<file path="config.mk">
export PLATFORM = sky130hd
export DESIGN_NAME = arb_result_bank
export DESIGN_NICKNAME = d
export VERILOG_FILES = /design/src/arb_result_bank.v /design/src/arb_result_hold.v
export VERILOG_INCLUDE_DIRS = /design/src /design/src/include
export SDC_FILE = /design/constraint.sdc
export NUM_CORES = 1
export LEC_CHECK = 0
export ABC_AREA = 1
export BUFFER_PORTS_ARGS = -buffer_cell sky130_fd_sc_hd__buf_4
export CAP_MARGIN = 15
export CORE_MARGIN = 3
export CORE_UTILIZATION = 23
export CTS_BUF_LIST = sky130_fd_sc_hd__clkbuf_16
export DETAILED_ROUTE_END_ITERATION = 6
export GPL_ROUTABILITY_DRIVEN = 0
export HOLD_SLACK_MARGIN = 0.03
export PLACE_DENSITY = 0.4
export SETUP_SLACK_MARGIN = 0.5
export SYNTH_ARGS = -nofsm -noshare
export SYNTH_HDL_FRONTEND = slang
export SYNTH_SLANG_ARGS = --single-unit
</file>
<file path="constraint.sdc">
create_clock -name mclk_in -period 4.58 [get_ports mclk_in]
set_input_delay 0.458 -clock mclk_in [delete_from_list [all_inputs] [get_ports mclk_in]]
set_output_delay 0.458 -clock mclk_in [all_outputs]
set_load 0.01 [all_outputs]
</file>
<file path="src/include/arb_map.vh">
// register map, field layout and reset values of the converter result readout bank
// Functional notes
// The input-bus current result is a 16-bit value with its upper byte at 17h and its lower byte at 18h.
// The input-bus current result is two's complement with bit 15 as sign and bits 14..0 weighing 16384 mA down to 1 mA.
// Current flowing into the input supply pin reads positive and current flowing out reads negative.
// The charge current result has its upper seven bits at 19h and its lower byte at 1Ah, bit 14 weighing 16384 mA and bit 0 weighing 1 mA.
// The top bit of the charge current upper-byte register is reserved and always reads zero.
// The upper byte of the input-bus voltage result sits at 1Bh with a sign in bit 15 and bits 14..8 weighing 16384 mV to 256 mV.
// Every result register resets to zero and software writes to them have no effect.
// The lower byte of the input-bus voltage result sits at 1Ch with bit 0 weighing 1 mV.
// High and low bytes of a result are updated together when a conversion completes.
`ifndef ARB_MAP_VH
`define ARB_MAP_VH
`define ARB_ADDR_W            8
`define ARB_ADDR_INCUR_HIGH   8'h17
`define ARB_ADDR_INCUR_LOW    8'h18
`define ARB_ADDR_CHGCUR_HIGH  8'h19
`define ARB_ADDR_CHGCUR_LOW   8'h1a
`define ARB_ADDR_INVOLT_HIGH  8'h1b
`define ARB_ADDR_INVOLT_LOW   8'h1c
`define ARB_RESULT_RESET      16'h0000
`define ARB_BYTE_ZERO         8'h00
`define ARB_CHGCUR_MAG_W      15
`define ARB_CHGCUR_HIGH_MSB   14
`define ARB_CHGCUR_HIGH_LSB   8
`define ARB_HI_MSB            15
`define ARB_HI_LSB            8
`define ARB_LO_MSB            7
`define ARB_LO_LSB            0
`define ARB_NUM_RES           3
`endif

</file>
<file path="src/arb_result_bank.v">
// read-only converter result register bank on the device register port
`timescale 1ns/10ps
`default_nettype none
`include "arb_map.vh"
module arb_result_bank #(
  parameter RES_W = 16
) (
  // clock and reset
  input  wire                    mclk_in,
  input  wire                    rst_in,
  // conversion results from the converter, same clock domain
  input  wire                    conv_done_in,
  input  wire [RES_W-1:0]        input_current_result_in,
  input  wire [RES_W-1:0]        charge_current_result_in,
  input  wire [RES_W-1:0]        input_voltage_result_in,
  // register port from the serial register interface
  input  wire [`ARB_ADDR_W-1:0]  reg_addr_in,
  input  wire                    reg_rd_in,
  input  wire                    reg_wr_in,
  input  wire [7:0]              reg_wdata_in,
  output reg  [7:0]              reg_rdata_out,
  output reg                     reg_hit_out
);
  // number of result words held in this bank
  localparam NUM_RES = `ARB_NUM_RES;

  // held result words, one per converter channel
  wire [RES_W-1:0]         in_cur_hold;
  wire [RES_W-1:0]         chg_cur_hold;
  wire [RES_W-1:0]         in_volt_hold;

  // charge current with its reserved top bit cleared before it is held
  wire [RES_W-1:0]         chg_cur_masked;

  // packed buses feeding and leaving the holding registers
  wire [RES_W*NUM_RES-1:0] raw_bus;
  wire [RES_W*NUM_RES-1:0] hold_bus;

  // byte views of the held words, as the host sees them
  wire [7:0]               in_cur_hi_byte;
  wire [7:0]               in_cur_lo_byte;
  wire [7:0]               chg_cur_hi_byte;
  wire [7:0]               chg_cur_lo_byte;
  wire [7:0]               in_volt_hi_byte;
  wire [7:0]               in_volt_lo_byte;

  // one-hot address matches
  wire                     sel_in_cur_hi;
  wire                     sel_in_cur_lo;
  wire                     sel_chg_cur_hi;
  wire                     sel_chg_cur_lo;
  wire                     sel_in_volt_hi;
  wire                     sel_in_volt_lo;
  wire                     any_sel;

  // access qualifiers; a read beats a write in the same cycle
  wire                     rd_take;
  wire                     wr_take;

  // combinational next values of the registered read port
  reg  [7:0]               rdata_next;
  reg                      hit_next;

  // charge current is unsigned 15-bit; the reserved top bit is forced low
  // so that a converter glitch on that bit can never reach the host
  assign chg_cur_masked = {1'b0, charge_current_result_in[`ARB_CHGCUR_MAG_W-1:0]};

  // sign convention (into the pin positive) comes from the converter as is;
  // no re-encoding here keeps the two's complement value intact
  assign raw_bus = {input_voltage_result_in, chg_cur_masked, input_current_result_in};

  // one holding register per result, all loaded on the same strobe
  genvar gi;
  generate
    for (gi = 0; gi < NUM_RES; gi = gi + 1) begin : g_hold
      arb_result_hold #(
        .WIDTH     (RES_W)
      ) u_hold (
        .mclk_in   (mclk_in),
        .rst_in    (rst_in),
        .load_in   (conv_done_in),
        .value_in  (raw_bus[gi*RES_W +: RES_W]),
        .value_out (hold_bus[gi*RES_W +: RES_W])
      );
    end
  endgenerate

  // unpack the held words in the order they were packed
  assign in_cur_hold  = hold_bus[0*RES_W +: RES_W];
  assign chg_cur_hold = hold_bus[1*RES_W +: RES_W];
  assign in_volt_hold = hold_bus[2*RES_W +: RES_W];

  // input current bytes: sign and high weights first, then the low byte
  assign in_cur_hi_byte  = in_cur_hold[`ARB_HI_MSB:`ARB_HI_LSB];
  assign in_cur_lo_byte  = in_cur_hold[`ARB_LO_MSB:`ARB_LO_LSB];

  // charge current bytes: the upper register carries only seven value bits
  assign chg_cur_hi_byte = {1'b0, chg_cur_hold[`ARB_CHGCUR_HIGH_MSB:`ARB_CHGCUR_HIGH_LSB]};
  assign chg_cur_lo_byte = chg_cur_hold[`ARB_LO_MSB:`ARB_LO_LSB];

  // input voltage bytes: the low byte completes the high one
  assign in_volt_hi_byte = in_volt_hold[`ARB_HI_MSB:`ARB_HI_LSB];
  assign in_volt_lo_byte = in_volt_hold[`ARB_LO_MSB:`ARB_LO_LSB];

  // address matches, each against its own map entry
  assign sel_in_cur_hi  = (reg_addr_in == `ARB_ADDR_INCUR_HIGH);
  assign sel_in_cur_lo  = (reg_addr_in == `ARB_ADDR_INCUR_LOW);
  assign sel_chg_cur_hi = (reg_addr_in == `ARB_ADDR_CHGCUR_HIGH);
  assign sel_chg_cur_lo = (reg_addr_in == `ARB_ADDR_CHGCUR_LOW);
  assign sel_in_volt_hi = (reg_addr_in == `ARB_ADDR_INVOLT_HIGH);
  assign sel_in_volt_lo = (reg_addr_in == `ARB_ADDR_INVOLT_LOW);

  // any mapped address; drives the decode flag
  assign any_sel = sel_in_cur_hi  | sel_in_cur_lo  |
                   sel_chg_cur_hi | sel_chg_cur_lo |
                   sel_in_volt_hi | sel_in_volt_lo;

  // a read and a write together count as a read only
  assign rd_take = reg_rd_in;
  assign wr_take = reg_wr_in & ~reg_rd_in;

  // read decode; writes are ignored since nothing here is writable
  // unmapped addresses read zero so a stray read never leaks a stale byte
  always @* begin
    rdata_next = `ARB_BYTE_ZERO;
    hit_next   = any_sel;
    case (1'b1)
      sel_in_cur_hi: begin
        rdata_next = in_cur_hi_byte;
      end
      sel_in_cur_lo: begin
        rdata_next = in_cur_lo_byte;
      end
      sel_chg_cur_hi: begin
        rdata_next = chg_cur_hi_byte;
      end
      sel_chg_cur_lo: begin
        rdata_next = chg_cur_lo_byte;
      end
      sel_in_volt_hi: begin
        rdata_next = in_volt_hi_byte;
      end
      sel_in_volt_lo: begin
        rdata_next = in_volt_lo_byte;
      end
      default: begin
        rdata_next = `ARB_BYTE_ZERO;
      end
    endcase
  end

  // read data registered one cycle after the read strobe; it then stands
  // until the next read, so a slow serial front end may fetch it late
  always @(posedge mclk_in or posedge rst_in) begin
    if (rst_in) begin
      reg_rdata_out <= `ARB_BYTE_ZERO;
    end else if (rd_take) begin
      reg_rdata_out <= rdata_next;
    end
  end

  // decode flag follows every read or write; write data itself is dropped
  always @(posedge mclk_in or posedge rst_in) begin
    if (rst_in) begin
      reg_hit_out <= 1'b0;
    end else if (rd_take | wr_take) begin
      reg_hit_out <= hit_next;  // write changes no data
    end
  end

  // write data has nowhere to go; kept as a port for the shared register port
  wire unused_wdata = ^reg_wdata_in;
endmodule // arb_result_bank
`default_nettype wire

</file>
<file path="src/arb_result_hold.v">
// one result holding register: both bytes load together on a conversion strobe
`timescale 1ns/10ps
`default_nettype none
`include "arb_map.vh"
module arb_result_hold #(
  parameter WIDTH = 16
) (
  // clock and reset
  input  wire             mclk_in,
  input  wire             rst_in,
  // conversion result
  input  wire             load_in,
  input  wire [WIDTH-1:0] value_in,
  // held value
  output reg  [WIDTH-1:0] value_out
);
  // one load moves the whole word, so a host never sees half a new value
  always @(posedge mclk_in or posedge rst_in) begin
    if (rst_in) begin
      value_out <= `ARB_RESULT_RESET;
    end else if (load_in) begin
      value_out <= value_in;
    end
  end
endmodule // arb_result_hold
`default_nettype wire

</file>
==> impl_results.md <==
- Layout cells sized above 1: about a third
- Mapped cell area: between 0.002 and 0.003 sq mm
- Routed length per instance: around 14 um
- Synthesized area per cell: about 9.2 sq um
- Most frequent CP cell: nand2_1
- Initial DRC count: about 100
- Syn_nets: between 300 and 400
- RSZ-0062 raised after global routing: no
- Most frequent cells in the layout: buf_4 (69), nand2_1 (62), dfrtp_1 (56), mux2_2 (34), nand3_1 (32)
- Crit-path max cell delay: just under 0.6 ns
- First-pass DRT Iterations: 4
- DRC viols: 0
- Die area: between 0.01 and 0.015 sq mm
- Placement-stage cell area: between 0.003 and 0.004 sq mm
- Clk slew on worst S/H paths: around 0.070 ns
- Master of the slowest instance on the critical path: nor2_4
- Seq cells post-synth: 56
- Resized cells post-CTS: 0
- CP Launch Type: primary input
- Commonest non-fill, non-tap cell in the layout: buf_4
- Grt ovf: 0
- Hold Fails Final Rpt: 0
- Nets: 430
- Max-cap violations: 0
- I/O pins: just under 80
- Tightest Hold Check Type: primary input to register
- Cts hold-fix bufs: 0
- Status: finished clean
- Register area: between 0.001 and 0.0015 sq mm
- H-tree Lvls: 2
- Synth cell types: 22
- Setup TNS Final: 0 ns
- Pwr dens: approximately 300 mW/mm^2
- TritonCTS clock tree: yes
- Detailed-route vias per instance: just over 4
- Total number of vias: around 2.1k
- Fin crit period: 1.87 ns
- Critical path required time: between 4 and 5 ns
- Final instance area: approximately 0.0035 sq mm
- Antenna Nets Post-Route: 0
- CTS root buf: clkbuf_16
- Synth Instances: about 300
- Largest net degree at the start of global routing: between 60 and 70
- Worst-path cell chain: buf_4 -> inv_2 -> nand2_1 -> nor2_4 -> nand3_4 -> o21ai_0 -> inv_1 -> o21ai_1 -> nand2_1
- Initial antenna violation count: 0
- Area delta synth->final: 28.2%
- Longest Clk Path Bufs: 2
- Delay-heaviest family, CP: simple AND/OR/NAND/NOR gates
- Total GRT Usage: about 11%
- Fmax: between 500 and 600 MHz
- Final wirelength: 7.01 mm
- Max FO, Critical Path: 31
- Worst vdd ir: between 0.1 and 0.15 mV
- Fillers: about 1.2k
- Rows: 39
- Buffers on Ports: a little under 70
- Skew final: between 0.004 and 0.005 ns
- Hpwl dp: between 5 and 6 mm
- Leak Pwr: about 1.8 nW
- Die Span X: roughly 120 um
- Final Non-Filler Cells: about 500
- Initial cell density of the core: a little under a quarter
- CTS buffer count: 5
- Relative slew slack: 50.3%
- Worst Path Buf+Inv: 3
- Worst-Skew Late Latency: ~0.29 ns
- Worst-Margin Slew: around 0.75 ns
- Part of the cycle the worst path needs: around two fifths
- Worst setup EP type: register
- # clock sinks: 56
- Ant. Diodes: 0
- Die Y: around 120 um
- Setup bufs post-CTS: 0
- Core Util, Final: between 30% and 40%
- Setup Slack @ Placement: 2.37 ns
- Crit Path Category: primary input to register
- Multi-input logic area: around 0.0011 sq mm
- Sequential-to-total area share from yosys stat: roughly half
- Hold_ws: between 0.3 and 0.4 ns
- Total power: approximately 1.1 mW
- Slew Limit Fails: 0
- Dpl cells: between 400 and 500
- Data arrival, critical path: between 2 and 2.5 ns
- Core Area: 0.0115 sq mm
- Fin worst setup slack: 2.71 ns
- First-pass GRT wire length: around 11 mm
- Endpoints failing setup: 0
- Ys Warns: 0
- Number of global-route vias before repair: approximately 2.2k
synthesized netlist by cell type, drive strengths merged:
library cell  instances  area, sq um
mux2                 34          383
inv                  32          120
clkbuf                3         11.3
nand2                66          263
and3                  1         6.26
dfrtp                56         1400
or2                   1         6.26
nor2                 35          166
buf                   8         55.1
nand3                33          178
a21oi                 1         5.00
o21ai                26          138
path summary, 6_finish.rpt:
| path | to | slack, ns | start | cells after the start |
|---|---|---|---|---|
| max | reg_rdata_out[3] | 2.71 | reg_addr_in[5] | 9 |
| min | g_hold[1].u_hold.value_out[7] | 0.37 | charge_current_result_in[7] | 3 |
| max reg2reg | reg_rdata_out[4] | 3.62 | g_hold[2].u_hold.value_out[12] | 6 |
| min reg2reg | reg_rdata_out[0] | 0.49 | reg_rdata_out[0] | 2 |
| max in group asynchronous | g_hold[1].u_hold.value_out[12] | 3.72 | rst_in | 3 |
| min in group asynchronous | g_hold[2].u_hold.value_out[15] | 0.38 | rst_in | 3 |
tightest hold or removal path, cell delays in order:
cell and delay, ns:
buf_4 0.08, nand2_1 0.04, o21ai_0 0.05
cell type report:
class | instances | share of cell area (%)
sequential | 56 | 40.0
multi-input combinational | 197 | 32.7
timing repair buffer | 69 | 14.8
tap | 143 | 5.11
clock buffer | 5 | 3.57
inverter | 32 | 3.43
clock inverter | 3 | 0.393
report_power, final:
group	total (mW)	internal, mW	switching [mW]
clock	0.372	0.199	0.172
sequential	0.556	0.536	0.0197
combinational	0.136	0.0724	0.0640
total	1.06	0.808	0.256
routing by layer:
layer	track usage [%]	share of wire, %	vias to the layer above
met5	0	0	-
met4	3.05	0.66	0
met3	2.37	4.2	4
met2	17.7	47	41
met1	15.3	48	973
li1	-	-	1077
flip-flops by register name, summed over array words and instances, names as in the netlist:
name and count:
g_hold.u_hold.value_out 47, reg_hit_out 1, reg_rdata_out 8
cells by family after synthesis:
kind of cell,synth area share (%)
AND/OR/NAND/NOR,22.7
flip-flops,51.3
AO/OA/AOI/OAI,5.22
buffers and inverters,6.82
multiplexers,14.0
Power figures use the tool's default switching activity.
